`config.mk`:
```
export PLATFORM = sky130hd
export DESIGN_NAME = axu_exec
export DESIGN_NICKNAME = d
export VERILOG_FILES = /design/src/design/axu_pkg.sv /design/src/design/axu_as_if.sv /design/src/design/axu_addsub.sv /design/src/design/axu_exec.sv
export SDC_FILE = /design/constraint.sdc
export NUM_CORES = 1
export LEC_CHECK = 0
export ABC_AREA = 1
export BUFFER_PORTS_ARGS = -buffer_cell sky130_fd_sc_hd__clkbuf_2
export CORE_UTILIZATION = 64
export CTS_CLUSTER_DIAMETER = 40
export DETAILED_ROUTE_END_ITERATION = 7
export GPL_TIMING_DRIVEN = 0
export PLACE_DENSITY = 0.89
export RECOVER_POWER = 50
export SYNTH_ARGS = -nofsm -noshare
export SYNTH_HDL_FRONTEND = slang
export SYNTH_SLANG_ARGS = --single-unit
```
`constraint.sdc`:
```
create_clock -name clk_sys -period 16.3 [get_ports clk_sys]
set_input_delay 1.63 -clock clk_sys [delete_from_list [all_inputs] [get_ports clk_sys]]
set_output_delay 1.63 -clock clk_sys [all_outputs]
set_load 0.05 [all_outputs]
```
`src/design/axu_pkg.sv`:
```
// Shared constants and types for the execution unit
package axu_pkg;

	// ==========================================================
	// Widths
	localparam int PC_W = 24;

	// ==========================================================
	// Flag register bit positions
	localparam int FLG_C = 0;
	localparam int FLG_Z = 1;
	localparam int FLG_N = 2;
	localparam int FLG_V = 3;
	localparam int FLG_S = 4;
	localparam int FLG_H = 5;
	localparam int FLG_T = 6;
	localparam int FLG_I = 7;
	localparam logic [7:0] FLAGS_RST = 8'h00;

	// ==========================================================
	// Flag update masks
	localparam logic [7:0] M_ARITH = 8'h2F;
	localparam logic [7:0] M_WORD = 8'h1F;
	localparam logic [7:0] M_LOGIC = 8'h0E;
	localparam logic [7:0] M_COMPL = 8'h0F;
	localparam logic [7:0] M_MUL = 8'h03;
	localparam logic [7:0] M_IRET = 8'h80;
	localparam logic [7:0] M_NONE = 8'h00;

	// ==========================================================
	// Cycle counts
	localparam logic [2:0] CYC_BASIC = 3'h1;
	localparam logic [2:0] CYC_WORD = 3'h2;
	localparam logic [2:0] CYC_MUL = 3'h2;
	localparam logic [2:0] CYC_JUMP = 3'h2;
	localparam logic [2:0] CYC_ABS_JUMP = 3'h3;
	localparam logic [2:0] CYC_CALL = 3'h4;
	localparam logic [2:0] CYC_ABS_CALL = 3'h5;
	localparam logic [2:0] CYC_RET = 3'h5;
	localparam logic [2:0] CYC_TAKEN = 3'h2;
	localparam logic [2:0] CYC_SKIP_ONE = 3'h2;
	localparam logic [2:0] CYC_SKIP_TWO = 3'h3;

	// ==========================================================
	// Operations
	typedef enum logic [5:0] {
		op_add, op_add_carry, op_word_immediate_sum,
		op_sub, op_difference_constant, op_difference_with_borrow,
		op_difference_constant_borrow, op_word_immediate_difference,
		op_and, op_or, op_exclusive_or_registers, op_ones_complement,
		op_arithmetic_invert, op_mask_set_bits, op_mask_clear_bits,
		op_inc, op_dec, op_zero_sign_check, op_zero_register, op_all_ones_load,
		op_product_unsigned, op_product_signed, op_product_mixed,
		op_fraction_product_unsigned, op_fraction_product_signed,
		op_fraction_product_mixed,
		op_relative_branch_always, op_pointer_jump, op_extended_pointer_jump,
		op_absolute_branch, op_relative_subroutine_entry,
		op_pointer_subroutine_entry, op_extended_pointer_subroutine_entry,
		op_absolute_call, op_subroutine_exit, op_interrupt_exit,
		op_equal_skip, op_compare_regs, op_compare_regs_borrow,
		op_compare_immediate, op_register_bit_clear_skip,
		op_register_bit_set_skip, op_io_bit_clear_skip, op_io_bit_set_skip,
		op_flag_set_branch, op_flag_clear_branch, op_signed_ge_branch,
		op_signed_less_branch, op_unsigned_hs_branch, op_unsigned_lower_branch,
		op_nop
	} axu_op_t;

	typedef enum logic {
		st_idle,
		st_run
	} axu_state_t;

endpackage : axu_pkg

```
`src/design/axu_as_if.sv`:
```
// Connection between the sequencer and the byte adder
`timescale 1ns/1ps
interface axu_as_if;
	logic [7:0] a;
	logic [7:0] b;
	logic cin;
	logic sub;
	logic [7:0] r;
	logic c;
	logic v;
	logic h;

	modport user (
		output a,
		output b,
		output cin,
		output sub,
		input r,
		input c,
		input v,
		input h
	);

	modport unit (
		input a,
		input b,
		input cin,
		input sub,
		output r,
		output c,
		output v,
		output h
	);
endinterface : axu_as_if

```
`src/design/axu_addsub.sv`:
```
// Byte adder and subtractor with carry, overflow and half carry
`timescale 1ns/1ps
module axu_addsub (
	axu_as_if.unit s
);
	import axu_pkg::*;

	// ==========================================================
	// Full and nibble sums
	wire [8:0] full_sum = {1'b0, s.a} + {1'b0, s.b} + {8'h00, s.cin};
	wire [8:0] full_dif = {1'b0, s.a} - {1'b0, s.b} - {8'h00, s.cin};
	wire [4:0] half_sum = {1'b0, s.a[3:0]} + {1'b0, s.b[3:0]} + {4'h0, s.cin};
	wire [4:0] half_dif = {1'b0, s.a[3:0]} - {1'b0, s.b[3:0]} - {4'h0, s.cin};
	wire [8:0] full = s.sub ? full_dif : full_sum;
	wire [4:0] half = s.sub ? half_dif : half_sum;
	wire a7 = s.a[7];
	wire b7 = s.b[7];
	wire r7 = full[7];
	wire v_add = (a7 & b7 & ~r7) | (~a7 & ~b7 & r7);
	wire v_sub = (a7 & ~b7 & ~r7) | (~a7 & b7 & r7);

	// ==========================================================
	// Results
	assign s.r = full[7:0];
	assign s.c = full[8];
	assign s.h = half[4];
	assign s.v = s.sub ? v_sub : v_add;
endmodule : axu_addsub

```
`src/design/axu_exec.sv`:
```
// Execution unit for arithmetic, logic, multiply, jump, call, compare, skip and branch
`timescale 1ns/1ps
// Summary of operation
// - Add with or without carry, ZCNVH flags
// - Word add immediate, ZCNVS flags, two cycles
// - Subtract, borrow only in carry forms, ZCNVH
// - Word subtract immediate, ZCNVS, two cycles
// - AND OR XOR update ZNV only
// - Complement ZCNV; negate adds half carry
// - Mask clear ANDs inverse; set ORs mask
// - Inc dec test clear ZNV; ones none
// - Products into pair one zero, ZC
// - Fractional products shifted left, ZC, two
// - Relative, pointer jumps two; absolute three
// - Extended targets prefix extension register; jump two, call four
// - Calls four or five, save first
// - Compares set flags, store nothing
// - Equal skip, one two or three
// - Register bit skip, one two three
// - I/O bit skip, one two three
// - Flag index branch, one or two
// - Signed branches use N xor V
// - Carry branches and matching flag branches
module axu_exec (
	input wire logic clk_sys,
	input wire logic nrst,
	input wire logic start,
	input wire axu_pkg::axu_op_t op,
	input wire logic [7:0] rd_val,
	input wire logic [7:0] opnd_val,
	input wire logic [15:0] word_val,
	input wire logic [15:0] z_ptr,
	input wire logic [7:0] ind_ext_val,
	input wire logic [axu_pkg::PC_W-1:0] pc_val,
	input wire logic [axu_pkg::PC_W-1:0] abs_addr,
	input wire logic [axu_pkg::PC_W-1:0] stack_pc,
	input wire logic [11:0] rel_off,
	input wire logic [2:0] bit_sel,
	input wire logic io_bit,
	input wire logic next_two_word,
	output logic ready,
	output logic done_q,
	output logic [7:0] res_q,
	output logic wr_rd_q,
	output logic [15:0] word_q,
	output logic wr_word_q,
	output logic [15:0] prod_q,
	output logic wr_prod_q,
	output logic [7:0] flags_q,
	output logic [axu_pkg::PC_W-1:0] pc_q,
	output logic pc_load_q,
	output logic [axu_pkg::PC_W-1:0] ret_addr_q,
	output logic push_q
);
	import axu_pkg::*;

	// ==========================================================
	// Decode helpers
	function automatic logic [7:0] fmask(input axu_op_t o);
		logic [7:0] m;
		m = M_NONE;
		case (o)
			op_add, op_add_carry: m = M_ARITH;
			op_sub, op_difference_constant: m = M_ARITH;
			op_difference_with_borrow, op_difference_constant_borrow: m = M_ARITH;
			op_word_immediate_sum, op_word_immediate_difference: m = M_WORD;
			op_and, op_or, op_exclusive_or_registers: m = M_LOGIC;
			op_ones_complement: m = M_COMPL;
			op_arithmetic_invert: m = M_ARITH;
			op_mask_set_bits, op_mask_clear_bits: m = M_LOGIC;
			op_inc, op_dec, op_zero_sign_check, op_zero_register: m = M_LOGIC;
			op_all_ones_load: m = M_NONE;
			op_product_unsigned, op_product_signed, op_product_mixed: m = M_MUL;
			op_fraction_product_unsigned, op_fraction_product_signed: m = M_MUL;
			op_fraction_product_mixed: m = M_MUL;
			op_compare_regs, op_compare_regs_borrow, op_compare_immediate: m = M_ARITH;
			op_interrupt_exit: m = M_IRET;
			default: m = M_NONE;
		endcase
		return m;
	endfunction : fmask

	function automatic logic [2:0] cyc_of(input axu_op_t o, input logic tk, input logic two);
		logic [2:0] c;
		c = CYC_BASIC;
		case (o)
			op_word_immediate_sum, op_word_immediate_difference: c = CYC_WORD;
			op_product_unsigned, op_product_signed, op_product_mixed: c = CYC_MUL;
			op_fraction_product_unsigned, op_fraction_product_signed: c = CYC_MUL;
			op_fraction_product_mixed: c = CYC_MUL;
			op_relative_branch_always, op_pointer_jump: c = CYC_JUMP;
			op_extended_pointer_jump: c = CYC_JUMP;
			op_absolute_branch: c = CYC_ABS_JUMP;
			op_relative_subroutine_entry, op_pointer_subroutine_entry: c = CYC_CALL;
			op_extended_pointer_subroutine_entry: c = CYC_CALL;
			op_absolute_call: c = CYC_ABS_CALL;
			op_subroutine_exit, op_interrupt_exit: c = CYC_RET;
			op_equal_skip, op_register_bit_clear_skip, op_register_bit_set_skip,
			op_io_bit_clear_skip, op_io_bit_set_skip: begin
				c = tk ? (two ? CYC_SKIP_TWO : CYC_SKIP_ONE) : CYC_BASIC;
			end
			op_flag_set_branch, op_flag_clear_branch, op_signed_ge_branch,
			op_signed_less_branch, op_unsigned_hs_branch, op_unsigned_lower_branch: begin
				c = tk ? CYC_TAKEN : CYC_BASIC;
			end
			default: c = CYC_BASIC;
		endcase
		return c;
	endfunction : cyc_of

	// ==========================================================
	// Operation classes
	wire use_carry = op inside {op_add_carry, op_difference_with_borrow,
		op_difference_constant_borrow, op_compare_regs_borrow};
	wire is_sub = op inside {op_sub, op_difference_constant, op_difference_with_borrow,
		op_difference_constant_borrow, op_ones_complement, op_arithmetic_invert, op_dec,
		op_compare_regs, op_compare_regs_borrow, op_compare_immediate};
	wire is_logic = op inside {op_and, op_or, op_exclusive_or_registers, op_mask_set_bits,
		op_mask_clear_bits, op_zero_sign_check, op_zero_register, op_all_ones_load};
	wire is_byte_wr = is_logic | (op inside {op_add, op_add_carry, op_sub,
		op_difference_constant, op_difference_with_borrow, op_difference_constant_borrow,
		op_ones_complement, op_arithmetic_invert, op_inc, op_dec});
	wire is_word = op inside {op_word_immediate_sum, op_word_immediate_difference};
	wire is_frac = op inside {op_fraction_product_unsigned, op_fraction_product_signed,
		op_fraction_product_mixed};
	wire is_mul = is_frac | (op inside {op_product_unsigned, op_product_signed,
		op_product_mixed});
	wire is_call = op inside {op_relative_subroutine_entry, op_pointer_subroutine_entry,
		op_extended_pointer_subroutine_entry, op_absolute_call};
	wire is_skip = op inside {op_equal_skip, op_register_bit_clear_skip,
		op_register_bit_set_skip, op_io_bit_clear_skip, op_io_bit_set_skip};
	wire is_branch = op inside {op_flag_set_branch, op_flag_clear_branch,
		op_signed_ge_branch, op_signed_less_branch, op_unsigned_hs_branch,
		op_unsigned_lower_branch};

	// ==========================================================
	// Byte adder
	axu_as_if as_bus ();

	axu_addsub u_addsub (
		.s(as_bus.unit)
	);

	assign as_bus.a = (op == op_ones_complement) ? 8'hFF :
		(op == op_arithmetic_invert) ? 8'h00 : rd_val;
	assign as_bus.b = (op inside {op_ones_complement, op_arithmetic_invert}) ? rd_val :
		(op inside {op_inc, op_dec}) ? 8'h01 : opnd_val;
	assign as_bus.cin = use_carry & flags_q[FLG_C];
	assign as_bus.sub = is_sub;

	// ==========================================================
	// Logic unit
	wire [7:0] lg_r = (op == op_and) ? (rd_val & opnd_val) :
		(op == op_mask_clear_bits) ? (rd_val & (8'hFF - opnd_val)) :
		(op inside {op_or, op_mask_set_bits}) ? (rd_val | opnd_val) :
		(op == op_exclusive_or_registers) ? (rd_val ^ opnd_val) :
		(op == op_zero_sign_check) ? (rd_val & rd_val) :
		(op == op_zero_register) ? (rd_val ^ rd_val) : 8'hFF;
	wire [7:0] byte_r = is_logic ? lg_r : as_bus.r;

	// ==========================================================
	// Word unit
	wire w_sub = (op == op_word_immediate_difference);
	wire [15:0] wres = w_sub ? (word_val - {8'h00, opnd_val}) :
		(word_val + {8'h00, opnd_val});
	wire wv = w_sub ? (word_val[15] & ~wres[15]) : (~word_val[15] & wres[15]);
	wire wc = w_sub ? (wres[15] & ~word_val[15]) : (~wres[15] & word_val[15]);

	// ==========================================================
	// Multiplier
	wire a_sgn = op inside {op_product_signed, op_product_mixed,
		op_fraction_product_signed, op_fraction_product_mixed};
	wire b_sgn = op inside {op_product_signed, op_fraction_product_signed};
	wire signed [8:0] ma = {a_sgn & rd_val[7], rd_val};
	wire signed [8:0] mb = {b_sgn & opnd_val[7], opnd_val};
	wire signed [17:0] mp = ma * mb;
	wire [15:0] prod_r = is_frac ? {mp[14:0], 1'b0} : mp[15:0];
	wire mc = mp[15];

	// ==========================================================
	// New flag values
	wire [7:0] nf;
	assign nf[FLG_C] = is_mul ? mc : is_word ? wc : as_bus.c;
	assign nf[FLG_Z] = is_mul ? (prod_r == 16'h0000) :
		is_word ? (wres == 16'h0000) : (byte_r == 8'h00);
	assign nf[FLG_N] = is_word ? wres[15] : byte_r[7];
	assign nf[FLG_V] = is_word ? wv : is_logic ? 1'b0 : as_bus.v;
	assign nf[FLG_S] = nf[FLG_N] ^ nf[FLG_V];
	assign nf[FLG_H] = as_bus.h;
	assign nf[FLG_T] = 1'b0;
	assign nf[FLG_I] = 1'b1;
	wire [7:0] upd_mask = fmask(op);
	wire [7:0] flags_n = (flags_q & ~upd_mask) | (nf & upd_mask);

	// ==========================================================
	// Branch and skip conditions
	wire flg_sel = flags_q[bit_sel];
	wire n_xor_v = flags_q[FLG_N] ^ flags_q[FLG_V];
	wire br_take = (op == op_flag_set_branch) ? flg_sel :
		(op == op_flag_clear_branch) ? ~flg_sel :
		(op == op_signed_ge_branch) ? ~n_xor_v :
		(op == op_signed_less_branch) ? n_xor_v :
		(op == op_unsigned_hs_branch) ? ~flags_q[FLG_C] :
		(op == op_unsigned_lower_branch) ? flags_q[FLG_C] : 1'b0;
	wire sk_take = (op == op_equal_skip) ? (rd_val == opnd_val) :
		(op == op_register_bit_clear_skip) ? ~rd_val[bit_sel] :
		(op == op_register_bit_set_skip) ? rd_val[bit_sel] :
		(op == op_io_bit_clear_skip) ? ~io_bit :
		(op == op_io_bit_set_skip) ? io_bit : 1'b0;
	wire taken = (is_branch & br_take) | (is_skip & sk_take);

	// ==========================================================
	// Program counter targets
	wire [PC_W-1:0] pc_inc = pc_val + PC_W'(1);
	wire [PC_W-1:0] rel_t = pc_val + {{(PC_W - 12){rel_off[11]}}, rel_off} + PC_W'(1);
	wire [PC_W-1:0] skip_t = pc_val + (next_two_word ? PC_W'(3) : PC_W'(2));
	wire [PC_W-1:0] ptr_t = {8'h00, z_ptr};
	wire [PC_W-1:0] ext_t = {ind_ext_val, z_ptr};
	wire [PC_W-1:0] pc_n = (op inside {op_relative_branch_always,
		op_relative_subroutine_entry}) ? rel_t :
		(op inside {op_pointer_jump, op_pointer_subroutine_entry}) ? ptr_t :
		(op inside {op_extended_pointer_jump,
		op_extended_pointer_subroutine_entry}) ? ext_t :
		(op inside {op_absolute_branch, op_absolute_call}) ? abs_addr :
		(op inside {op_subroutine_exit, op_interrupt_exit}) ? stack_pc :
		(is_branch & br_take) ? rel_t :
		(is_skip & sk_take) ? skip_t : pc_inc;
	wire [PC_W-1:0] ret_n = (op == op_absolute_call) ? (pc_val + PC_W'(2)) : pc_inc;

	// ==========================================================
	// Sequencer
	axu_state_t st_q;
	axu_state_t st_d;
	logic [2:0] cnt_q;
	logic [7:0] flags_pend_q;
	logic wr_rd_pend_q;
	logic wr_word_pend_q;
	logic wr_prod_pend_q;

	wire [2:0] cyc_n = cyc_of(op, taken, next_two_word);
	wire take = start & (st_q == st_idle);
	wire fin = (take & (cyc_n == CYC_BASIC)) | ((st_q == st_run) & (cnt_q == 3'h1));
	wire idle = (st_q == st_idle);
	wire k_rd = idle ? is_byte_wr : wr_rd_pend_q;
	wire k_word = idle ? is_word : wr_word_pend_q;
	wire k_prod = idle ? is_mul : wr_prod_pend_q;
	wire [7:0] k_flags = idle ? flags_n : flags_pend_q;

	assign ready = idle;

	always_comb begin
		st_d = st_q;
		case (st_q)
			st_idle: begin
				if (take && cyc_n != CYC_BASIC) begin
					st_d = st_run;
				end
			end
			st_run: begin
				if (fin) begin
					st_d = st_idle;
				end
			end
			default: st_d = st_idle;
		endcase
	end

	always_ff @(posedge clk_sys) begin
		if (!nrst) begin
			st_q <= st_idle;
			cnt_q <= 3'h0;
		end else begin
			st_q <= st_d;
			if (take) begin
				cnt_q <= cyc_n - 3'h1;
			end else if (st_q == st_run) begin
				cnt_q <= cnt_q - 3'h1;
			end
		end
	end

	// ==========================================================
	// Result capture at start
	always_ff @(posedge clk_sys) begin
		if (!nrst) begin
			res_q <= 8'h00;
			word_q <= 16'h0000;
			prod_q <= 16'h0000;
			pc_q <= '0;
			ret_addr_q <= '0;
			flags_pend_q <= FLAGS_RST;
			wr_rd_pend_q <= 1'b0;
			wr_word_pend_q <= 1'b0;
			wr_prod_pend_q <= 1'b0;
		end else if (take) begin
			res_q <= byte_r;
			word_q <= wres;
			prod_q <= prod_r;
			pc_q <= pc_n;
			ret_addr_q <= ret_n;
			flags_pend_q <= flags_n;
			wr_rd_pend_q <= is_byte_wr;
			wr_word_pend_q <= is_word;
			wr_prod_pend_q <= is_mul;
		end
	end

	// ==========================================================
	// Completion strobes and flag register
	always_ff @(posedge clk_sys) begin
		if (!nrst) begin
			done_q <= 1'b0;
			wr_rd_q <= 1'b0;
			wr_word_q <= 1'b0;
			wr_prod_q <= 1'b0;
			pc_load_q <= 1'b0;
			push_q <= 1'b0;
			flags_q <= FLAGS_RST;
		end else begin
			done_q <= fin;
			wr_rd_q <= fin & k_rd;
			wr_word_q <= fin & k_word;
			wr_prod_q <= fin & k_prod;
			pc_load_q <= fin;
			push_q <= take & is_call;
			if (fin) begin
				flags_q <= k_flags;
			end
		end
	end
endmodule : axu_exec

```
* Word level (Yosys, flattened, before mapping)
Memories as Yosys holds them, arrays and structs flattened.
Index checks and enable logic that the tools add are counted.
** Operators by class
- Add/subtract/negate cells :: 18
- Multiply operators :: 1
- Order comparisons :: 1
- Eq/ne operators :: 53
- Multiplexer cells :: 62
- Bitwise gates (word level) :: 51
- Reductions and logical operators :: 31
** Operators with widths (count)
- $mux W24 :: 8
- $eq A6 B6 Y1 const B :: 18
- $eq A6 B5 Y1 const B :: 16
- $mux W8 :: 12
- $add A24 B1 Y24 const B :: 2
- $eq A6 B4 Y1 const B :: 8
- $and A8 B8 Y8 :: 5
- $logic_not A16 Y1 :: 2
- $mux W16 :: 2
- $mux W1 :: 30
- $add A24 B2 Y24 :: 1
- $add A24 B2 Y24 const B :: 1
- $add A24 B24 Y24 :: 1
- $eq A6 B3 Y1 const B :: 4
- $and A1 B1 Y1 :: 22
- $reduce_bool A2 Y1 :: 11
- $reduce_bool A10 Y1 :: 2
- $pmux W3 S6 :: 1
- $add A16 B8 Y16 :: 1
- $mul A9 B9 Y16 :: 1
- $or A8 B8 Y8 :: 2
- $sub A16 B8 Y16 :: 1
- $xor A8 B8 Y8 :: 2
- $eq A6 B2 Y1 const B :: 2
- 37 further kinds :: 62
** Storage, ports and cells
- Register bits :: 116
- Memory bits (read-only) :: 448
- Output and inout port bits :: 103
- Memories :: 1
** Memories
- (name not given) :: words 64, bits a word 7, read ports 1, clocked after Yosys merged registers in 0, write ports 0, line axu_exec.sv:62 : case (o)

* Longest topological paths before layout
Gate-level depths: netlist (run 1).
- Depth in word-level cells :: 17
- Mapped depth :: 35
- Mapped depth without buffers :: 35

* Modules after synthesis
Synthesis (run 1) repeated with hierarchy kept, for this count alone.
** Unflattened totals
- Cells, all modules :: 2575
- Area, all modules :: 15693.8 µm²
** By module, submodules not included
- axu_exec :: instances 1, cells each 2406, area an instance 14645.3 µm²
- axu_addsub :: instances 1, cells each 169, area an instance 1048.5 µm²

* Worst setup path before layout (run 1)
OpenSTA, ideal clock, no wires.
- Path type :: input-to-reg
- Start point :: input port op[0]
- End point :: register flags_q[1]
- Setup time :: 113 ps
- Arrival time :: 6687 ps
- Data required time :: 16187 ps
- Setup slack :: 9500 ps
- Stages :: 31
- Buffers on the path :: 1
- Path through :: buf_4 nor2_4 nor2_2 nand3_1 nand2_1 nand2_1 nor2_1 inv_1 fa_1 inv_1 fa_1 inv_1 fa_1 inv_1 fa_1 ha_1 ha_1 a21o_1 a31oi_1 nand3_1 nand3b_1 nand3_1 nand2_1 nand3_1 nand2_1 inv_1 nand2_1 nand2_1 nand2_1 nand2_1 nand2_1
** Between the ends
- Word-level cells in the longest chain between the ends :: 14
- Elaborated cells on any way between the ends :: 121
- Those cells by class :: 4 x add/sub; 1 x mul; 50 x eq/ne; 31 x mux; 13 x bitwise; 21 x reduce/logical; 1 x memory
** Ends and longest elaborated chain
- start, declared :: line axu_exec.sv:28 : input wire axu_pkg::axu_op_t op,
- $eq A6 B4 Y1, or another cell as far along :: line axu_exec.sv:147 : (op inside {op_inc, op_dec}) ? 8'h01 : opnd_val;
- $reduce_bool A2 Y1, or another cell as far along :: line axu_exec.sv:147
- $mux W8, or another cell as far along :: line axu_exec.sv:147
- $mux W8, or another cell as far along :: line axu_exec.sv:146 : assign as_bus.b = (op inside {op_ones_complement, op_arithmetic_invert}) ? rd_val :
- $add A8 B8 Y9, or another cell as far along :: line axu_addsub.sv:10 : wire [8:0] full_sum = {1'b0, s.a} + {1'b0, s.b} + {8'h00, s.cin};
- $add A9 B1 Y9, or another cell as far along :: line axu_addsub.sv:10
- $mux W9, or another cell as far along :: line axu_addsub.sv:14 : wire [8:0] full = s.sub ? full_dif : full_sum;
- $mux W8 / $and A1 B1 Y1 (equally long branches) :: line axu_exec.sv:159, axu_exec.sv:210
- $logic_not A8 Y1 / $or A1 B1 Y1 (equally long branches) :: line axu_exec.sv:185, axu_exec.sv:210
- $mux W1, or another cell as far along :: line axu_exec.sv:185 : is_word ? (wres == 16'h0000) : (byte_r == 8'h00);
- $mux W1 / $pmux W3 S6 (equally long branches) :: line axu_exec.sv:184, axu_exec.sv:86
- $and A8 B8 Y8 / $eq A3 B1 Y1 (equally long branches) :: line axu_exec.sv:193, axu_exec.sv:242
- $or A8 B8 Y8 / $and A1 B1 Y1 (equally long branches) :: line axu_exec.sv:193, axu_exec.sv:242
- $mux W8 / $or A1 B1 Y1 (equally long branches) :: line axu_exec.sv:247, axu_exec.sv:242
- end signal, assigned :: line axu_exec.sv:327 : flags_q <= k_flags;
- end, declared :: line axu_exec.sv:49 : output logic [7:0] flags_q,
Several ways; a longest one is shown, not always the timed one.
A chain may end at the register's enable or synchronous reset.

* Worst setup path in the final report (run 1)
- Start point :: input port op[4]
- End point :: register flags_q[1]
Same word-level chain as after synthesis.

==> reports/metrics.cfg, run 1 <==
[clock_network]
clock_path_buffers = 2
root_buffer = clkbuf_16
insertion_delay_ns = 0.43
post-cts-setup-buffer-count = 0
htree_levels = 4
cts_tree = built
clkTransAtPathRegs_ns = 0.06
postCtsHoldBufs = 0
numClockSinks = 116
cts_buffers = 17
cts_resized = 0

[global_route]
grt_pass1_wl_um = 92520
grt_pass1_vias = 17280
track_usage = 0.4959
grt_max_degree = 17
antenna_found_initial = 1
grt_remaining_overflow = 0

[run]
maxCapViolations = 0

[place]
routabilityCongestion = 1.070
port_buffers = 255
hpwl_um = 49020
placed_cells = 3010

[run_status]
status = finished with violations
violations = design-rule violations

[synthesis]
synth_enable_flop_cells = 0
synth.yosys.seq_area_share = 0.1515
synthTopCellsByArea = nand2_1 16%, dfxtp_1 15%, ha_1 10%, fa_1 9.1%, inv_1 8.4%
synth_nets = 2788
synth.top_cells.by_count = 646 x nand2_1, 342 x inv_1, 215 x nor2_1
synth_top_area_frac = 0.1582
synthesis.area_per_instance_um2 = 6.291
ys_warn_count = 0
synth-seq-cells = 116
synth_async_sr_flop_share = 0
synth_most_common_cell = nand2_1
netlist_area_um2 = 15330
synthFlopType = dfxtp_1
yosysTopAreaCell = nand2_1
synth_cell_types = 57
synth_cells = 2436

[critical_path]
rrSetupSlack_ns = 12.74
worstSetupEndpointType = register
cp_max_fo = 7
crit_buf_inv = 8
worstPathArrival_ns = 8.32
rr_worst_depth = 21
cpMostUsedCell = nand2_1
path_class = in -> reg
rr_startpoint = flags_q[6]$_SDFFE_PN0P_
path_depth = 32
start_kind = primary input
critPathSlowestCell = fa_1
cp_top_family = adder cells
slowest_delay_ns = 0.76
cp_data_required_time_ns = 16.68
rr_endpoint = wr_rd_q$_SDFF_PN0_

[route]
wl_per_cell_um = 19.92
drt-total-wl_um = 60570
ant_nets = 0
drt-pass1-iter-count = 8
drtIter0Drc = 2712
via_per_inst = 6.102
drc = 1
num_vias = 18560

[die]
io_pins = 257
die_h_um = 156.7
die_w_um = 156.7
num_rows = 56
coreArea_um2 = 23470
dieArea_um2 = 24570
initial_core_util = 0.6529

[timing]
finalSetupViolCount = 0
hold_viol_final = 0
fmax_ghz = 0.1259
rsz0062_at_grt = no
period_share = 0.4871
finClkSkew_ns = 0.01037
worstMarginPinSlew_ns = 1.239
slew_violations = 0
min_period_ns = 7.940
setup_tns_ns = 0
maxSlewHeadroom = 0.1708

[cells_and_area]
nets = 3062
diodes = 0
drive_above_1_share = 0.1010
area_growth_syn_to_layout_pct = 13.76
final_cells = 3041

[hold_path]
whs_path_depth = 2
hold_path.startpoint = prod_q[11]$_SDFFE_PN0P_
holdPathEnd = prod_q[11]$_SDFFE_PN0P_
hp-class = reg -> reg

[power]
p_leak_uw = 0.009208
power_density_nw_per_um2 = 91.67
vdd_drop_max_v = 0.00008397

## worst register-to-register path, stage by stage (launching register included)
cell and delay (ns):
dfxtp_1 0.34, inv_1 0.10, a21oi_1 0.18, o21ai_0 0.15, nand3_1 0.10, o21ai_0 0.18, a21oi_1 0.17, nand2_1 0.07
nand2_2 0.20, nand2_1 0.10, nor2_1 0.35, a21oi_2 0.14, inv_2 0.08, ha_1 0.14, inv_1 0.04, nor2_1 0.16
nand2_1 0.07, nand2_1 0.13, inv_2 0.07, nor2_2 0.21, inv_2 0.14, a211oi_1 0.31
## worst max path at each step
stage | from | end
after floorplan | op[0] | flags_q[1]$_SDFFE_PN0N_
after global placement | op[3] | flags_q[1]$_SDFFE_PN0N_
after detailed placement | op[4] | flags_q[1]$_SDFFE_PN0N_
after CTS | op[4] | flags_q[1]$_SDFFE_PN0N_
after global routing | op[4] | flags_q[1]$_SDFFE_PN0N_
final | op[4] | flags_q[1]$_SDFFE_PN0N_
## metal layers
metal  vias up  routed length, µm  GRT usage
met3       294               9466     0.1634
met4         2               3884     0.2894
met1      8433              22180     0.6206
met2      1453              25030     0.7412
met5         -                  8          0
li1       8375                  -          -
## area by class of cell
class / count / area (µm²)
repair buffers: 255 / 1144
clock inverters: 13 / 135.1
inverters: 364 / 1369
flip-flops and latches: 116 / 2322
clock buffers: 18 / 439.2
fillers: 1983 / 6037
well taps: 319 / 399.1
plain buffers: 89 / 436.7
multi-input cells: 1867 / 11190
## sequential cells by signal, indices dropped and copies added, names as in the netlist, 3 cells and up
register / flops
cnt_q: 3
flags_pend_q: 8
flags_q: 8
pc_q: 24
prod_q: 16
res_q: 8
ret_addr_q: 24
word_q: 16
## cells in the final DEF (no fill, tap or decap), types with 9 or more instances in the layout
cell / instances
nand2_1: 646
inv_1: 342
nor2_1: 216
clkbuf_1: 167
a21oi_1: 154
o21ai_0: 151
clkbuf_2: 150
nand3_1: 138
ha_1: 128
dfxtp_1: 116
xor2_1: 78
fa_1: 70
o211ai_1: 33
xnor2_1: 26
nor3_1: 24
o21ai_1: 23
nand4_1: 22
inv_2: 19
a22o_1: 19
clkbuf_16: 17
nand2_2: 16
nor2_2: 13
o22ai_1: 11
a31oi_1: 11
nand3b_1: 11
a21o_1: 10
buf_2: 9
nor4_1: 9
## stage by stage
stage	instance area (µm²)	total power, µW	hold slack [ns]	utilization	worst slack (ns)
final	17440	1598	0.4628	0.7428	8.360
after global routing	17440	1686	0.4870	0.7428	7.999
after CTS	17580	1577	0.4571	0.7488	8.570
after detailed placement	17000	1196	0.4464	0.7243	8.174
after global placement	17000	1174	0.4405	0.7243	8.270
after floorplan	15330	966.7	0.4286	-	9.500
## kinds of logic after synthesis
| group | synth area share |
|---|---|
| compound gates | 0.1662 |
| xor+xnor | 0.05943 |
| fa+ha+maj | 0.1959 |
| buf+inv | 0.1178 |
| flops | 0.1515 |
| simple gates | 0.3091 |
## power by group
group	switching [µW]	internal, µW
clock network	155	227
logic	606	259
registers	28.1	324
No activity file was read; power rests on OpenSTA's default activity.
==> inputs of run 2 (changes only) <==
--- a/config.mk
+++ b/config.mk
@@ -7,11 +7,11 @@
 export LEC_CHECK = 0
 export ABC_AREA = 1
 export BUFFER_PORTS_ARGS = -buffer_cell sky130_fd_sc_hd__clkbuf_2
-export CORE_UTILIZATION = 64
+export CORE_UTILIZATION = 59
 export CTS_CLUSTER_DIAMETER = 40
 export DETAILED_ROUTE_END_ITERATION = 7
 export GPL_TIMING_DRIVEN = 0
-export PLACE_DENSITY = 0.89
+export PLACE_DENSITY = 0.83
 export RECOVER_POWER = 50
 export SYNTH_ARGS = -nofsm -noshare
 export SYNTH_HDL_FRONTEND = slang
==> constraint.sdc (replaced) <==
create_clock -name clk_sys -period 8.2 [get_ports clk_sys]
set_input_delay 0.82 -clock clk_sys [delete_from_list [all_inputs] [get_ports clk_sys]]
set_output_delay 0.82 -clock clk_sys [all_outputs]
set_load 0.05 [all_outputs]
==> run 2 against run 1 <==
The flow now finishes without violations; critical path type unchanged; highest routed layer unchanged; cell count up 0.53%; largest power group unchanged; worst setup slack worse by 7.3 ns; clock power rose by 110%.
==> reports/metrics.cfg, run 2 (synthesis gave the netlist of run 1 again) <==
[power]
p_int_uw = 1625
p_sw_frac = 0.4955
seqPwrFrac = 0.217
fin_total_pwr_uw = 3220
clkPwrFrac = 0.249
power_switching_uw = 1595
power_density_nw_per_um2 = 184.2
p_comb_frac = 0.534
p_leak_uw = 0.009234
vdd_drop_max_v = 0.0002168

[global_route]
grt_pass1_vias = 16840
antenna_found_initial = 2
grt_pass1_wl_um = 93090
track_usage = 0.4622
grt_max_degree = 17
grt_remaining_overflow = 0

[cells_and_area]
largest_registers = pc_q (24), ret_addr_q (24)
area_growth_syn_to_layout_pct = 14.07
nets = 3062
drive_above_1_share = 0.1014
final_cells = 3057
final_area_um2 = 17480
final_cell_mix = 647 x nand2_1, 342 x inv_1, 216 x nor2_1
final_common_cell = nand2_1

[clock_network]
cts_buffers = 17
clock_path_buffers = 2
insertion_delay_ns = 0.44
root_buffer = clkbuf_16
post-cts-setup-buffer-count = 0
htree_levels = 4
cts_resized = 0
numClockSinks = 116
clkTransAtPathRegs_ns = 0.07
cts_tree = built
postCtsHoldBufs = 0

[timing]
worstMarginPinSlew_ns = 1.222
finClkSkew_ns = 0.01316
period_share = 0.8696
fin_hold_ws_ns = 0.4577
min_period_ns = 7.131
hold_viol_final = 0
slew_violations = 0
fmax_ghz = 0.1402
finalSetupViolCount = 0
rsz0062_at_grt = no
setup_tns_ns = 0
maxSlewHeadroom = 0.1822

[die]
num_rows = 58
dieArea_um2 = 26620
io_pins = 257
initial_core_util = 0.6051
die_w_um = 163.2
die_h_um = 163.2
coreArea_um2 = 25330

[critical_path]
slowest_delay_ns = 0.75
rr_startpoint = flags_q[0]$_SDFFE_PN0N_
cp_data_required_time_ns = 8.59
critPathSlowestCell = fa_1
rr_worst_depth = 18
rrSetupSlack_ns = 4.77
rr_endpoint = wr_rd_q$_SDFF_PN0_
cpMostUsedCell = nand2_1
start_kind = primary input
cp_max_fo = 7
path_class = in -> reg
worstPathArrival_ns = 7.52
worstSetupEndpointType = register

[place]
port_buffers = 255
dpl_cell_area_um2 = 17020
hpwl_um = 50620
placed_cells = 3021
routabilityCongestion = 1.085

[run_status]
status = complete, no violations

[route]
ant_nets = 0
via_per_inst = 5.988
drtIter0Drc = 2642
drt-total-wl_um = 62290
wl_per_cell_um = 20.37
num_vias = 18310
drt-pass1-iter-count = 7
drc = 0

[hold_path]
whs_path_depth = 2
holdPathEnd = pc_q[13]$_SDFFE_PN0P_
hold_path.startpoint = pc_q[13]$_SDFFE_PN0P_
hp-class = reg -> reg

[run]
maxCapViolations = 0

-- run 2: cell types whose count changed in the layout (fill, tap and decap cells not counted), sizes merged --
cell,previous run,this run
clkinvlp,5,2
inv,363,367
clkbuf,335,338
clkinv,7,6
diode,0,4
buf,27,25
-- run 2: layout make-up --
class / count / area (µm²)
inverter: 364 / 1369
fill: 2320 / 7844
clock buffer: 19 / 452.9
sequential: 116 / 2322
clock inverter: 13 / 146.4
timing repair buffer: 255 / 1146
antenna: 4 / 10.01
multi-input combinational: 1867 / 11190
tap: 330 / 412.9
buffer: 89 / 435.4
-- run 2: how the worst max path moves through the flow --
stage,slack [ns],from,end
CTS,1.24,op[3],flags_q[1]$_SDFFE_PN0N_
global placement,0.94,op[3],flags_q[1]$_SDFFE_PN0N_
floorplan,2.21,op[0],flags_q[1]$_SDFFE_PN0N_
global route,0.62,op[3],flags_q[1]$_SDFFE_PN0N_
detailed placement,0.84,op[3],flags_q[1]$_SDFFE_PN0N_
finish,1.07,op[3],flags_q[1]$_SDFFE_PN0N_
-- run 2: per-stage QoR --
| stage | worst slack (ns) | util |
|---|---|---|
| global route | 0.6193 | 0.6899 |
| CTS | 1.242 | 0.6955 |
| global placement | 0.9397 | 0.6718 |
| floorplan | 2.210 | - |
| finish | 1.069 | 0.6903 |
| detailed placement | 0.8351 | 0.6718 |
-- run 2: critical path, delay by kind of cell --
kind / cells / cell delay, ns
and+or+nand+nor: 18 / 2.80
adders and majority gates: 6 / 3.06
buffers and inverters: 8 / 0.82
-- run 2: power groups by stage --
stage	Sequential (µW)	Clock [µW]	Combinational, µW
final	698	802	1720
after global routing	702	814	1880
after CTS	695	791	1690
after detailed placement	707	0	1680
after global placement	702	0	1640
after floorplan	940	0	982
-- run 2: per-layer routing --
metal  wire length, µm  global-route usage
met1             24230              0.5924
met2             26220              0.7001
met3              8660              0.1430
met4              3127              0.2222
met5                44             0.01326
